[src/rtl/sbc_field_regs.svh]
`ifndef SBC_FIELD_REGS_SVH
`define SBC_FIELD_REGS_SVH

// register addresses carried in the frame
`define ADDR_MODE 7'h01
`define ADDR_HWC 7'h02
`define ADDR_WDC 7'h03
`define ADDR_BUS1 7'h04
`define ADDR_BUS2 7'h05
`define ADDR_EXTWK 7'h07

// frame layout, first bit on the wire is the write flag
`define FRAME_BITS 5'h10
`define ADDR_BITS 5'h08
`define FRM_WR 15
`define FRM_ADDR 14:8
`define FRM_DATA 7:0
`define FRM_ADDR_NXT 6:0

// reset values
`define HWC_POR 8'h00
`define HWC_SOFT_KEEP 8'hc9
`define WDC_RST 8'h00
`define BUS1_RST 8'h20
`define BUS2_RST 8'h00
`define EXTWK_RST 8'h07

// host-writable bits, everything else reads zero
`define HWC_WMASK 8'hfb
`define WDC_WMASK 8'hf7
`define BUS1_WMASK 8'hff
`define BUS2_WMASK 8'h20
`define EXTWK_WMASK 8'ha7

// fail-safe loads
`define BUS1_FS_KEEP 8'he0
`define BUS1_FS_VAL 8'h09
`define EXTWK_FS_KEEP 8'ha0
`define EXTWK_FS_VAL 8'h07

// field positions
`define HWC_VCFG 7
`define HWC_FO 5
`define HWC_LS 3
`define WDC_STOPDIS 6
`define WDC_TYPE 5
`define WDC_BUSWK 4
`define WDC_RSVD 3
`define WDC_PER 2:0
`define BUS1_FLASH 7
`define BUS1_LSM 6
`define BUS1_TXTO 5
`define BUS1_LIN 4:3
`define BUS1_SWK 2
`define BUS1_CAN 1:0
`define BUS2_PEAK 5
`define EXTWK_INTG 7
`define MODE_FLD 7:6

// encodings
`define CAN_NORMAL 2'h3
`define CAN_RXONLY 2'h2
`define CAN_WAKE 2'h1
`define MODE_SLEEP 2'h1

`endif

[src/rtl/sbc_ctrl_pkg.sv]
`include "sbc_field_regs.svh"

package sbc_ctrl_pkg;

    typedef enum logic {LINK_IDLE, LINK_SHIFT} link_phase_t;

    typedef struct packed {
        link_phase_t phase;
        logic [4:0] bitCnt;
        logic [15:0] shiftIn;
        logic [7:0] shiftOut;
        logic sclkPrev;
        logic csnPrev;
        logic misoBit;
        logic misoEn;
        logic [7:0] hwc;
        logic [7:0] wdc;
        logic [7:0] bus1;
        logic [7:0] bus2;
        logic [7:0] extwk;
        logic [1:0] modeReq;
        logic modeStb;
        logic spiFail;
        logic wdSetErr;
        logic wdLongWin;
        logic intPulse;
        logic failOut;
    } ctrl_state_t;

endpackage : sbc_ctrl_pkg

[src/rtl/sync_two_ff.sv]
`timescale 1ns/1ps

// plain two-stage synchroniser; only the second stage leaves the module
module sync_two_ff #(
    parameter int WIDTH = 1
) (
    input wire logic clk,
    input wire logic rst,
    input wire logic [WIDTH-1:0] din,
    output logic [WIDTH-1:0] dout
);
    typedef struct packed {
        logic [WIDTH-1:0] s1;
        logic [WIDTH-1:0] s2;
    } sync_state_t;

    sync_state_t s_ff;
    sync_state_t nxt_s;

    always_comb begin
        nxt_s = s_ff;
        nxt_s.s1 = din;
        nxt_s.s2 = s_ff.s1;
    end

    always_ff @(posedge clk or posedge rst) begin
        if (rst) begin
            s_ff <= '0;
        end else begin
            s_ff <= nxt_s;
        end
    end

    assign dout = s_ff.s2;
endmodule : sync_two_ff

[src/rtl/watchdog_bus_mode_control_regs.sv]
`timescale 1ns/1ps
`include "sbc_field_regs.svh"

module watchdog_bus_mode_control_regs (
    input wire logic clk,
    input wire logic rst,
    input wire logic sclk,
    input wire logic chipSelectN,
    input wire logic mosi,
    output logic misoOut,
    output logic misoOe,
    input wire logic inStop,
    input wire logic systemErrorFlag,
    input wire logic failureStatus,
    input wire logic enterSleep,
    input wire logic enterStop,
    input wire logic enterRestart,
    input wire logic enterFailSafe,
    input wire logic softReset,
    input wire logic busWakeInStop,
    input wire logic wakeEvent,
    input wire logic statusEvent,
    input wire logic wdStopDisableLoad,
    input wire logic wdStopDisableVal,
    input wire logic wdPeriodLoad,
    input wire logic [2:0] wdPeriodVal,
    input wire logic linModeLoad,
    input wire logic [1:0] linModeVal,
    input wire logic canModeLoad,
    input wire logic [1:0] canModeVal,
    output logic failureOutputs,
    output logic auxRegulatorVoltageCfg,
    output logic auxRegulatorLoadSharing,
    output logic wdStopDisableLo,
    output logic wdTypeSelect,
    output logic wdStartOnBusWake,
    output logic [2:0] wdPeriodCode,
    output logic wdLongWindowStart,
    output logic wdSettingError,
    output logic linFlash,
    output logic linLowSlope,
    output logic linTxTimeoutEnable,
    output logic [1:0] linMode,
    output logic [1:0] canMode,
    output logic selectiveWake,
    output logic peakCurrentThresholdSel,
    output logic intGlobal,
    output logic [1:0] modeRequest,
    output logic modeRequestStrobe,
    output logic spiFail,
    output logic interruptPulse
);
    import sbc_ctrl_pkg::*;

    ctrl_state_t s_ff;
    ctrl_state_t nxt_s;
    logic [2:0] pinSync;
    logic sclkS;
    logic csnS;
    logic mosiS;
    logic sclkRise;
    logic sclkFall;
    logic csnRise;
    logic csnFall;
    logic frameDone;
    logic wrCommit;
    logic [6:0] wrAddr;
    logic [7:0] wrData;

    // link pins come from the host clock domain; chip select goes through
    // inverted so the cleared stages match its idle level and no false
    // frame start follows reset
    sync_two_ff #(
        .WIDTH(3)
    ) u_pin_sync (
        .clk(clk),
        .rst(rst),
        .din({sclk, ~chipSelectN, mosi}),
        .dout(pinSync)
    );

    assign sclkS = pinSync[2];
    assign csnS = ~pinSync[1];
    assign mosiS = pinSync[0];
    assign sclkRise = sclkS & ~s_ff.sclkPrev;
    assign sclkFall = ~sclkS & s_ff.sclkPrev;
    assign csnRise = csnS & ~s_ff.csnPrev;
    assign csnFall = ~csnS & s_ff.csnPrev;
    assign frameDone = csnRise && (s_ff.phase == LINK_SHIFT)
        && (s_ff.bitCnt == `FRAME_BITS);
    assign wrCommit = frameDone && s_ff.shiftIn[`FRM_WR];
    assign wrAddr = s_ff.shiftIn[`FRM_ADDR];
    assign wrData = s_ff.shiftIn[`FRM_DATA];

    function automatic logic [7:0] readReg(input logic [6:0] addr,
                                           input ctrl_state_t st);
        logic [7:0] r;
        r = 8'h00;
        unique case (addr)
            `ADDR_HWC: r = st.hwc;
            `ADDR_WDC: r = st.wdc;
            `ADDR_BUS1: r = st.bus1;
            `ADDR_BUS2: r = st.bus2;
            `ADDR_EXTWK: r = st.extwk;
            default: r = 8'h00;
        endcase
        return r;
    endfunction : readReg

    always_comb begin
        nxt_s = s_ff;
        nxt_s.sclkPrev = sclkS;
        nxt_s.csnPrev = csnS;
        nxt_s.modeStb = 1'b0;
        nxt_s.spiFail = 1'b0;
        nxt_s.wdSetErr = 1'b0;
        nxt_s.wdLongWin = 1'b0;
        nxt_s.intPulse = 1'b0;

        // frame shifting, mode 0: sample on rise, shift out on fall
        unique case (s_ff.phase)
            LINK_IDLE: begin
                if (csnFall) begin
                    nxt_s.phase = LINK_SHIFT;
                    nxt_s.bitCnt = 5'h00;
                    nxt_s.shiftOut = 8'h00;
                    nxt_s.misoBit = 1'b0;
                    nxt_s.misoEn = 1'b1;
                end
            end
            LINK_SHIFT: begin
                if (csnRise) begin
                    nxt_s.phase = LINK_IDLE;
                    nxt_s.misoEn = 1'b0;
                    // a clipped or overlong frame is dropped whole, but at 48 bits the 5-bit count wraps to 16 and it is taken
                    if (s_ff.bitCnt != `FRAME_BITS) begin
                        nxt_s.spiFail = 1'b1;
                    end
                end else if (sclkRise && s_ff.bitCnt != `FRAME_BITS) begin
                    nxt_s.shiftIn = {s_ff.shiftIn[14:0], mosiS};
                    nxt_s.bitCnt = s_ff.bitCnt + 5'h01;
                    if (s_ff.bitCnt + 5'h01 == `ADDR_BITS) begin
                        nxt_s.shiftOut = readReg(
                            nxt_s.shiftIn[`FRM_ADDR_NXT], s_ff);
                    end
                end else if (sclkRise) begin
                    nxt_s.bitCnt = s_ff.bitCnt + 5'h01;
                end else if (sclkFall) begin
                    nxt_s.misoBit = s_ff.shiftOut[7];
                    nxt_s.shiftOut = {s_ff.shiftOut[6:0], 1'b0};
                end
            end
        endcase

        // host writes, applied at chip select rise
        if (wrCommit) begin
            unique case (wrAddr)
                `ADDR_MODE: begin
                    if (inStop && wrData[`MODE_FLD] == `MODE_SLEEP) begin
                        nxt_s.spiFail = 1'b1;
                    end else begin
                        nxt_s.modeReq = wrData[`MODE_FLD];
                        nxt_s.modeStb = 1'b1;
                    end
                end
                `ADDR_HWC: nxt_s.hwc = wrData & `HWC_WMASK;
                `ADDR_WDC: begin
                    if (^wrData) begin
                        nxt_s.wdSetErr = 1'b1;
                    end else begin
                        nxt_s.wdc = wrData & `WDC_WMASK;
                    end
                end
                `ADDR_BUS1: nxt_s.bus1 = wrData & `BUS1_WMASK;
                `ADDR_BUS2: begin
                    // stop mode drops the write with no fail flag
                    if (!inStop) begin
                        nxt_s.bus2 = wrData & `BUS2_WMASK;
                    end
                end
                `ADDR_EXTWK: nxt_s.extwk = wrData & `EXTWK_WMASK;
                default: nxt_s.spiFail = 1'b1;
            endcase
        end

        // device-side updates win over a host write in the same cycle
        if (wdStopDisableLoad) begin
            nxt_s.wdc[`WDC_STOPDIS] = wdStopDisableVal;
        end
        if (wdPeriodLoad) begin
            nxt_s.wdc[`WDC_PER] = wdPeriodVal;
        end
        if (linModeLoad) begin
            nxt_s.bus1[`BUS1_LIN] = linModeVal;
        end
        if (canModeLoad) begin
            nxt_s.bus1[`BUS1_CAN] = canModeVal;
        end
        if (enterSleep) begin
            if (!systemErrorFlag && s_ff.bus1[`BUS1_CAN] == `CAN_NORMAL) begin
                nxt_s.bus1[`BUS1_CAN] = `CAN_WAKE;
            end
            if (s_ff.bus1[`BUS1_CAN] == `CAN_RXONLY) begin
                nxt_s.bus1[`BUS1_CAN] = `CAN_WAKE;
            end
        end
        if (enterFailSafe) begin
            nxt_s.bus1 = (s_ff.bus1 & `BUS1_FS_KEEP) | `BUS1_FS_VAL;
            nxt_s.extwk = (s_ff.extwk & `EXTWK_FS_KEEP) | `EXTWK_FS_VAL;
        end
        if (softReset) begin
            nxt_s.hwc = s_ff.hwc & `HWC_SOFT_KEEP;
            nxt_s.wdc = `WDC_RST;
            nxt_s.bus1 = `BUS1_RST;
            nxt_s.bus2 = `BUS2_RST;
            nxt_s.extwk = `EXTWK_RST;
        end
        if (enterRestart) begin
            nxt_s.hwc[`HWC_FO] = 1'b0;
        end

        if (busWakeInStop && s_ff.wdc[`WDC_BUSWK]) begin
            nxt_s.wdLongWin = 1'b1;
        end
        nxt_s.intPulse = wakeEvent
            || (statusEvent && s_ff.extwk[`EXTWK_INTG]);
        // the failure flag holds a failure-driven output on; clearing the software bit drops it only while the flag is low
        nxt_s.failOut = failureStatus || nxt_s.hwc[`HWC_FO];
    end

    always_ff @(posedge clk or posedge rst) begin
        if (rst) begin
            s_ff <= '0;
            s_ff.sclkPrev <= 1'b0;
            s_ff.csnPrev <= 1'b1;
            s_ff.hwc <= `HWC_POR;
            s_ff.wdc <= `WDC_RST;
            s_ff.bus1 <= `BUS1_RST;
            s_ff.bus2 <= `BUS2_RST;
            s_ff.extwk <= `EXTWK_RST;
        end else begin
            s_ff <= nxt_s;
        end
    end

    assign misoOut = s_ff.misoBit;
    assign misoOe = s_ff.misoEn;
    assign failureOutputs = s_ff.failOut;
    assign auxRegulatorVoltageCfg = s_ff.hwc[`HWC_VCFG];
    assign auxRegulatorLoadSharing = s_ff.hwc[`HWC_LS];
    assign wdStopDisableLo = s_ff.wdc[`WDC_STOPDIS];
    assign wdTypeSelect = s_ff.wdc[`WDC_TYPE];
    assign wdStartOnBusWake = s_ff.wdc[`WDC_BUSWK];
    assign wdPeriodCode = s_ff.wdc[`WDC_PER];
    assign wdLongWindowStart = s_ff.wdLongWin;
    assign wdSettingError = s_ff.wdSetErr;
    assign linFlash = s_ff.bus1[`BUS1_FLASH];
    assign linLowSlope = s_ff.bus1[`BUS1_LSM];
    assign linTxTimeoutEnable = s_ff.bus1[`BUS1_TXTO];
    assign linMode = s_ff.bus1[`BUS1_LIN];
    assign canMode = s_ff.bus1[`BUS1_CAN];
    assign selectiveWake = s_ff.bus1[`BUS1_SWK];
    assign peakCurrentThresholdSel = s_ff.bus2[`BUS2_PEAK];
    assign intGlobal = s_ff.extwk[`EXTWK_INTG];
    assign modeRequest = s_ff.modeReq;
    assign modeRequestStrobe = s_ff.modeStb;
    assign spiFail = s_ff.spiFail;
    assign interruptPulse = s_ff.intPulse;
endmodule : watchdog_bus_mode_control_regs

[config.mk]
export PLATFORM = sky130hd
export DESIGN_NAME = watchdog_bus_mode_control_regs
export DESIGN_NICKNAME = d
export VERILOG_FILES = /design/src/rtl/sbc_ctrl_pkg.sv /design/src/rtl/sync_two_ff.sv /design/src/rtl/watchdog_bus_mode_control_regs.sv
export VERILOG_INCLUDE_DIRS = /design/src /design/src/rtl
export SDC_FILE = /design/constraint.sdc
export NUM_CORES = 1
export LEC_CHECK = 0
export BUFFER_PORTS_ARGS = -buffer_cell sky130_fd_sc_hd__buf_2
export CAP_MARGIN = 20
export CORE_ASPECT_RATIO = 1.1
export CORE_UTILIZATION = 50
export DETAILED_ROUTE_END_ITERATION = 16
export PLACE_DENSITY_LB_ADDON = 0.08
export SYNTH_ARGS = -nofsm -noshare
export SYNTH_HDL_FRONTEND = slang
export SYNTH_HIERARCHICAL = 1
export SYNTH_SLANG_ARGS = --single-unit
[constraint.sdc]
create_clock -name clk -period 3.75 [get_ports clk]
set_clock_uncertainty 0.15 [all_clocks]
set_input_delay 0.1875 -clock clk [delete_from_list [all_inputs] [get_ports clk]]
set_output_delay 0.1875 -clock clk [all_outputs]
set_load 0.005 [all_outputs]
### Word level (Yosys, flattened, before mapping)

Cells that the tools add are included.

* add/sub/neg operators: 1
* eq/ne operators: 32
* multiplexer cells: 50
* bitwise gates (word level): 13
* reduce and logical (&&, ||, !) cells: 45

Operators with widths (count)
* two-way mux 8 bit: 13
* two-way mux 43 bit: 1
* equality test 7 x 3 -> 1 bit, second input constant: 6
* one-hot mux 8 bit (5 select lines): 1
* two-way mux 38 bit: 1
* AND reduction 3 bit: 10
* two-way mux 29 bit: 1
* equality test 7 x 2 -> 1 bit, second input constant: 4
* nonzero test 3 bit: 7
* two-way mux 16 bit: 1
* one-hot mux 8 bit (2 select lines): 1
* two-way mux 1 bit: 15
* two-way mux 2 bit: 6
* two-way mux 6 bit: 2
* one-hot mux 6 bit (2 select lines): 1
* nonzero test 2 bit: 6
* two-way mux 5 bit: 2
* inequality test 2 bit, second input constant: 5
* AND reduction 2 bit: 5
* AND reduction 5 bit: 2
* two-way mux 3 bit: 3
* inverter 1 bit: 9
* logical AND 1 bit: 8
* inequality test 2 x 1 -> 1 bit, second input constant: 4
* 18 further kinds: 27

* register bits after elaboration: 88
* output and inout bits: 28

### Longest topological paths before layout

Gate-level depths: netlist of the first run.

* depth after elaboration: 15
* mapped depth: 9
* depth with buffers taken out: 7

### Cells and area by module

The synthesis of the first run kept the hierarchy.

Modules (own cells, without submodules)
* watchdog_bus_mode_control_regs: instances 1, cells each 357, area each 3733.6 um^2, sequential area each 1757.9 um^2
* sync_two_ff: instances 1, cells each 7, area each 153.9 um^2, sequential area each 150.1 um^2

### Worst setup path before layout of the first run

No wires, ideal clock.

* path type: register to register
* start point: register s_ff[76] (netlist name)
* end point: register s_ff[52] (netlist name)
* setup time: 125 ps
* arrival: 1999 ps
* data required time: 3475 ps
* setup slack: 1476 ps
* stages on the path, launching flop included: 10
* path buffers: 2
* period minus slack after synthesis: 2274 ps
* cell sequence: dfrtp_1 -> inv_1 -> ha_1 -> nor4bb_1 -> buf_4 -> or2_1 -> buf_6 -> o41ai_4 -> a31oi_4 -> mux2_4

* longest elaborated chain between the ends: 5
* elaborated cells between the ends (all ways): 11
* those cells by class: 1 x add/sub; 5 x eq/ne; 3 x mux; 2 x reduce/logical

RTL lines
* start, declared: RTL line watchdog_bus_mode_control_regs.sv:55 `ctrl_state_t s_ff;`
* start signal, assigned: RTL line watchdog_bus_mode_control_regs.sv:242 `s_ff <= nxt_s;`
* branches (longest 5 deep; another with adder 5 x 1 -> 5 bit)

Several ways; the timed one is not identified. The select of a mux whose other input is x is not followed.
A chain may end at the register's enable or synchronous reset.

### Worst setup path after layout of the first run

* start point: register s_ff[76] (netlist name)
* end point: register s_ff[53] (netlist name)

Same word-level chain as after synthesis.

==> results of run 1 <==
## synthesized netlist by cell type (3+ instances only)
master and n:
a21oi_1 18, a32o_1 3, and2_1 3, buf_2 8
buf_4 11, clkbuf_1 9, dfrtp_1 71, dfstp_2 5
ha_1 4, inv_1 13, mux2_2 28, mux2i_1 16
nand2_1 27, nand2b_1 6, nand3_1 18, nor2_1 19
nor2b_1 6, nor3_1 11, nor3b_1 7, nor4_1 6
o21ai_0 23, o31ai_1 3, xnor2_1 3
## sequential cells by signal, indices dropped and copies added (netlist names), 2 cells and up
name,cells
wdPeriodCode,3
s_ff,42
u_pin_sync/dout,3
modeRequest,2
u_pin_sync/nxt_s,3
linMode,2
canMode,2
## layout make-up
| cell class | instances | area (um2) | area share, % |
|---|---|---|---|
| timing repair buffer | 77 | 488 | 10.7 |
| multi-input combinational | 246 | 1760 | 38.7 |
| sequential | 76 | 1910 | 41.9 |
| clock buffer | 11 | 141 | 3.10 |
| tap | 105 | 131 | 2.88 |
| inverter | 13 | 48.8 | 1.07 |
| clock inverter | 5 | 75.1 | 1.65 |
## placed cells by master (no fill, tap or decap), drive strengths merged, types with 4 or more instances in the layout
cell type and count:
a21oi 18, and2 4, buf 59, clkbuf 11, dfrtp 71, dfstp 5
dlygate4sd3 18, ha 4, inv 13, mux2 30, mux2i 16, nand2 27
nand2b 6, nand3 18, nor2 19, nor2b 6, nor3 13, nor3b 7
nor4 7, o21ai 24
## layer usage
metal  routed length (um)  track usage (%)
met1                 4170             31.2
met2                 4080             37.5
met3                  229             3.23
met4                  114             8.06
met5                    0                0
## logic make-up after synthesis
kind of cell               Yosys count  share of synthesized area, %
and+or+nand+nor                    124                          17.8
DFF                                 76                          49.1
AOI/OAI and AO/OA                   67                          11.5
muxes                               46                          12.9
buffers and inverters               42                          5.57
xor gates and xnor gates             5                          1.83
adders and majority gates            4                          1.29
## worst min-delay path: cells and delay by family
family | cells | cell delay (ps)
buffers and inverters | 1 | 100
AND/OR/NAND/NOR | 2 | 190
## power by group
| group | leakage [nW] | total [mW] | switching, mW | internal [mW] |
|---|---|---|---|---|
| combinational | 1.02 | 0.439 | 0.209 | 0.230 |
| clock | 0.113 | 0.689 | 0.299 | 0.390 |
| sequential | 0.998 | 0.983 | 0.104 | 0.879 |
| total | 2.13 | 2.11 | 0.612 | 1.50 |
## worst paths after layout
path | startpoint | end | slack [ps] | cells past startpoint
min in group asynchronous | rst | u_pin_sync/dout[2] | 160 | 3
worst min register to register | u_pin_sync/nxt_s[1] | u_pin_sync/dout[1] | 200 | 0
max in group asynchronous | rst | s_ff[10] | 2090 | 4
worst max-delay path | s_ff[76] | s_ff[53] | 1140 | 8
worst min-delay path | wdStopDisableLoad | wdStopDisableLo | 20 | 3
worst max register to register | s_ff[76] | s_ff[53] | 1140 | 8
## metrics by stage
stage | total power, mW | util (%) | worst slack [ps] | cell area (um2)
floorplan | 1.30 | - | 1480 | 3890
global placement | 1.42 | 55.7 | 1150 | 4160
global route | 2.22 | 61.0 | 857 | 4560
CTS | 2.12 | 61.0 | 1140 | 4560
detailed placement | 1.43 | 55.7 | 1170 | 4160
finish | 2.11 | 61.0 | 1140 | 4560
## timing repair
action | in CTS | in global routing
gates resized for setup | 0 | 0
endpoints found under the hold margin | 56 | 0
hold buffers | 18 | 0
==> metrics.txt, run 1 <==
status=completed; f_max=383 MHz; Final #Nets=455; CP max-delay cell=dfrtp_1; CP startpoint kind=flip-flop; grt total ovfl=0; HP Class=input pin to flip-flop; Synth cell types=59; Clock Path Buffers=2; FFs w/ async S/R, synth=100%; crit-path max cell delay=430 ps; Cell Area, Synth=3890 um2; Area contributors post-synth=dfrtp_1, mux2_2, mux2i_1; # diodes=0; CTS tree=built; Pleak=2.13 nW; power per cell area=463 nW/um2; number of synthesized flops with an enable pin=0; endpoints failing hold=0; Root Buffer=clkbuf_8; first-pass GRT wire length=14200 um; number of buffers created by CTS=9; Final Wtd Congestion=0.796; CORE AREA=7470 um2; Setup crit end kind=flip-flop; syn nets=396; Yosys warnings=6; layout cells sized above 1=27.8%; Die X=86.1 um; RSZ-0062 raised after global routing=no; CP max FO=10; post-route insts no fill=533; Area Overhead vs Synth=17.2%; post-layout min period=2610 ps; DR iter-0 viols=114; Yosys reg bits=76; initial antenna violation count=0; die outline height=94.5 um; critical path class=flip-flop to flip-flop; num ports=56; Worst path top cell family by delay=simple AND/OR/NAND/NOR gates; TNS Setup=0 ps; clk_lat worst skew=340 ps; placed insts=499; num rows=33; CTS clk-pin slew, worst paths=80 ps; Worst Path Arrival=2690 ps; syn_area_per_cell=10.7 um2; Mapped Cells=364; Yosys top cell area share=45.7%; WL per Instance=16.1 um; Worst Tran Pin Value=782 ps; final setup fails=0; clk sinks=76; Slew headroom=47.8%; routed vias/inst=5.37; # DRC=0; Required @ worst endpoint=3830 ps; die area=8130 um2; fin crit share=69.6%; max-cap violations=0; Seq/Total Area, Yosys=49.1%; H-Tree Level Count=3; post-DP HPWL=5860 um; crit path cell chain=inv_1 -> ha_1 -> nor4bb_1 -> buf_4 -> or2_1 -> o41ai_4 -> a31oi_4 -> mux2_2; Setup Fix Bufs, Post-CTS=0; worst path buffer plus inverter count=2; largest net degree at the start of global routing=37; Final ANT Viol Nets=0; WL final=8590 um; number of buffers added on ports=54; Top FF cell, synth=dfrtp_1; filler instances=647; vias=2863; Max Transition Viols Final=0; Initial Util=52.0%; Worst VDD drop=0.000348 V; 1st-pass router iterations=4; vias in the first global route=2800; area leader, netlist=dfrtp_1; Total GRT Usage=22.9%; hold slack=20.5 ps
No activity file was read; power rests on OpenSTA's default activity.
==> inputs of run 2 (changes only) <==
- clock period: 3.75 -> 2.3 ns (I/O delays scaled with it)
==> run 2 against run 1 <==
Sequential power grew 59%. Largest cell class unchanged. Sequential share of layout area down 3.5 points. Highest routed layer unchanged. Die area did not move. Critical endpoint is now s_ff[55].
==> metrics.txt, run 2 (synthesis gave the netlist of run 1 again) <==
Root Buffer=clkbuf_8; number of buffers added on ports=54 (unchanged); grt total ovfl=0 (unchanged); Worst Path Arrival=2410 ps (-280 ps); CTS clk-pin slew, worst paths=70 ps (about the same); Worst VDD drop=0.000661 V (+90%); Placement Setup Slack=-70.1 ps (-1240 ps); most common cell after layout, fill and taps aside=dfrtp_1; first-pass GRT wire length=15100 um (+6.9%); vias=3033 (+5.9%); WL per Instance=16.0 um (-0.68%); Logic pwr share=25.0% (+4.2 points); Die X=86.1 um (unchanged); DR iter-0 viols=158 (+39%); Switching Share=28.6% (-0.43 points); Setup crit end kind=flip-flop; CP max-delay cell=or4b_1; Initial Util=52.0% (unchanged); die outline height=94.5 um (unchanged); filler instances=615 (-4.9%); Required @ worst endpoint=2430 ps (-1400 ps); initial antenna violation count=0 (unchanged); final setup fails=0 (unchanged); CP max FO=3 (-7); status=completed; endpoints failing hold=0 (unchanged); number of buffers created by CTS=9 (unchanged); CP startpoint kind=flip-flop; Clock Path Buffers=2 (unchanged); fin crit share=99.0% (+29 points); routed vias/inst=5.29 (-1.5%); worst path buffer plus inverter count=3 (+1); Final #Nets=495 (+8.8%); Hold Crit Start=systemErrorFlag; clk_lat worst skew=340 ps (about the same); PnR worst setup slack=23.9 ps (-1110 ps); Area after DPL=4440 um2 (+6.7%); Worst path top cell family by delay=simple AND/OR/NAND/NOR gates; Pleak=2.35 nW (+10%); Final Wtd Congestion=0.799 (+0.38%); layout cells sized above 1=34.0% (+6.2 points); Reg with most FFs=s_ff; Worst Tran Pin Value=631 ps (-152 ps); # diodes=0 (unchanged); P_sw=1.02 mW (+67%); Slew headroom=57.9% (+10 points); # DRC=0 (unchanged); Max Transition Viols Final=0 (unchanged); f_max=439 MHz (+15%); post-layout min period=2280 ps (-336 ps); largest net degree at the start of global routing=30 (-19%); Reg power frac=43.7% (-2.9 points); die area=8130 um2 (unchanged); fin area=4970 um2 (+9.1%); 1st-pass router iterations=4 (unchanged); crit path cell chain=inv_1 -> ha_1 -> nor4bb_4 -> buf_4 -> or2_4 -> buf_4 -> or4b_1 -> a21oi_1 -> mux2_2; CTS tree=built; critical path class=flip-flop to flip-flop; Area Overhead vs Synth=27.8%; H-Tree Level Count=3 (unchanged); Total GRT Usage=24.5% (+1.6 points); num rows=33 (unchanged); HP Class=input pin to flip-flop; most frequent cells in the layout=dfrtp_1, buf_2, buf_4, mux2_2, nand2_1; post-DP HPWL=6400 um (+9.3%); Reg area=1910 um2 (unchanged); Largest register FFs=42 (unchanged); Internal Power=2.55 mW (+70%); crit-path max cell delay=500 ps (+70 ps); WL final=9170 um (+6.8%); crit path from=s_ff[76]; Clk pwr share=31.3% (-1.3 points); power per cell area=719 nW/um2 (+55%); CP most frequent cell=buf_4; clk sinks=76 (unchanged); vias in the first global route=3015 (+7.7%); Multi-input gate area=1800 um2 (+2.3%); CORE AREA=7470 um2 (unchanged); num ports=56 (unchanged); RSZ-0062 raised after global routing=yes; Final ANT Viol Nets=0 (unchanged); max-cap violations=0 (unchanged); worst reg2reg path startpoint=s_ff[76]
==> run 2: cell count changes in the layout (fill, tap and decap cells not counted), moves of 2 or more <==
cell           previous run  this run
buf_4                     5        33
dlygate4sd3_1            18        25
buf_12                    0         4
clkinv_2                  3         1
==> run 2: layer usage <==
metal | share of wire (%) | wire (um) | vias up | GRT usage, %
met5 | 0 | 0 | - | 0
li1 | - | - | 1485 | -
met4 | 0.64 | 59 | 0 | 6.25
met1 | 48 | 4380 | 1501 | 33.1
met2 | 49 | 4520 | 42 | 40.9
met3 | 2.3 | 210 | 5 | 4.46
==> run 2: final cells by class <==
class                      instances  share of cell area, %
clock buffer                      12                   2.92
clock inverter                     4                   1.46
inverter                          13                  0.982
multi-input combinational        246                   36.3
sequential                        76                   38.4
tap                              105                   2.64
timing repair buffer             117                   17.3
==> run 2: final timing paths <==
check                                     end  slack (ps)  cells past startpoint
min in group asynchronous  u_pin_sync/dout[2]         100                      3
setup reg to reg                     s_ff[55]          20                      9
max in group asynchronous  linTxTimeoutEnable        1000                      4
hold / removal                     canMode[1]          10                      3
setup / recovery                     s_ff[55]          20                      9
hold reg to reg            u_pin_sync/dout[0]         200                      0
==> run 2: power by group through the flow <==
stage	Combinational [mW]	Clock (mW)	Sequential, mW
finish	0.895	1.12	1.56
detailed placement	0.843	0	1.59
global route	0.986	1.21	1.58
global placement	0.835	0	1.59
floorplan	0.588	0	1.54
CTS	0.896	1.15	1.56
==> run 2: timing repair <==
action                                  CTS  global route
pin swaps                                 0             6
resized for setup                         4             7
hold buffers                             25             0
buffers inserted                          1             0
endpoints found under the setup margin   13            21
hold endpoints to repair                 45             0
==> run 2: tightest hold or removal path: stages <==
cell,delay [ps]
buf_2,100
a21oi_1,180
a211oi_1,70
==> run 2: per-stage QoR <==
stage | setup TNS, ps | instances | power (mW) | hold slack [ps] | utilization (%)
2_1_floorplan | 0 | 364 | 2.13 | -244 | -
3_3_place_gp | 0 | 531 | 2.42 | -107 | 59.4
3_5_place_dp | -612 | 531 | 2.43 | -100 | 59.4
4_1_cts | 0 | 573 | 3.60 | 2.43 | 66.1
5_1_grt | -40.6 | 573 | 3.77 | 19.3 | 66.5
6_report | 0 | 573 | 3.57 | 12.7 | 66.5
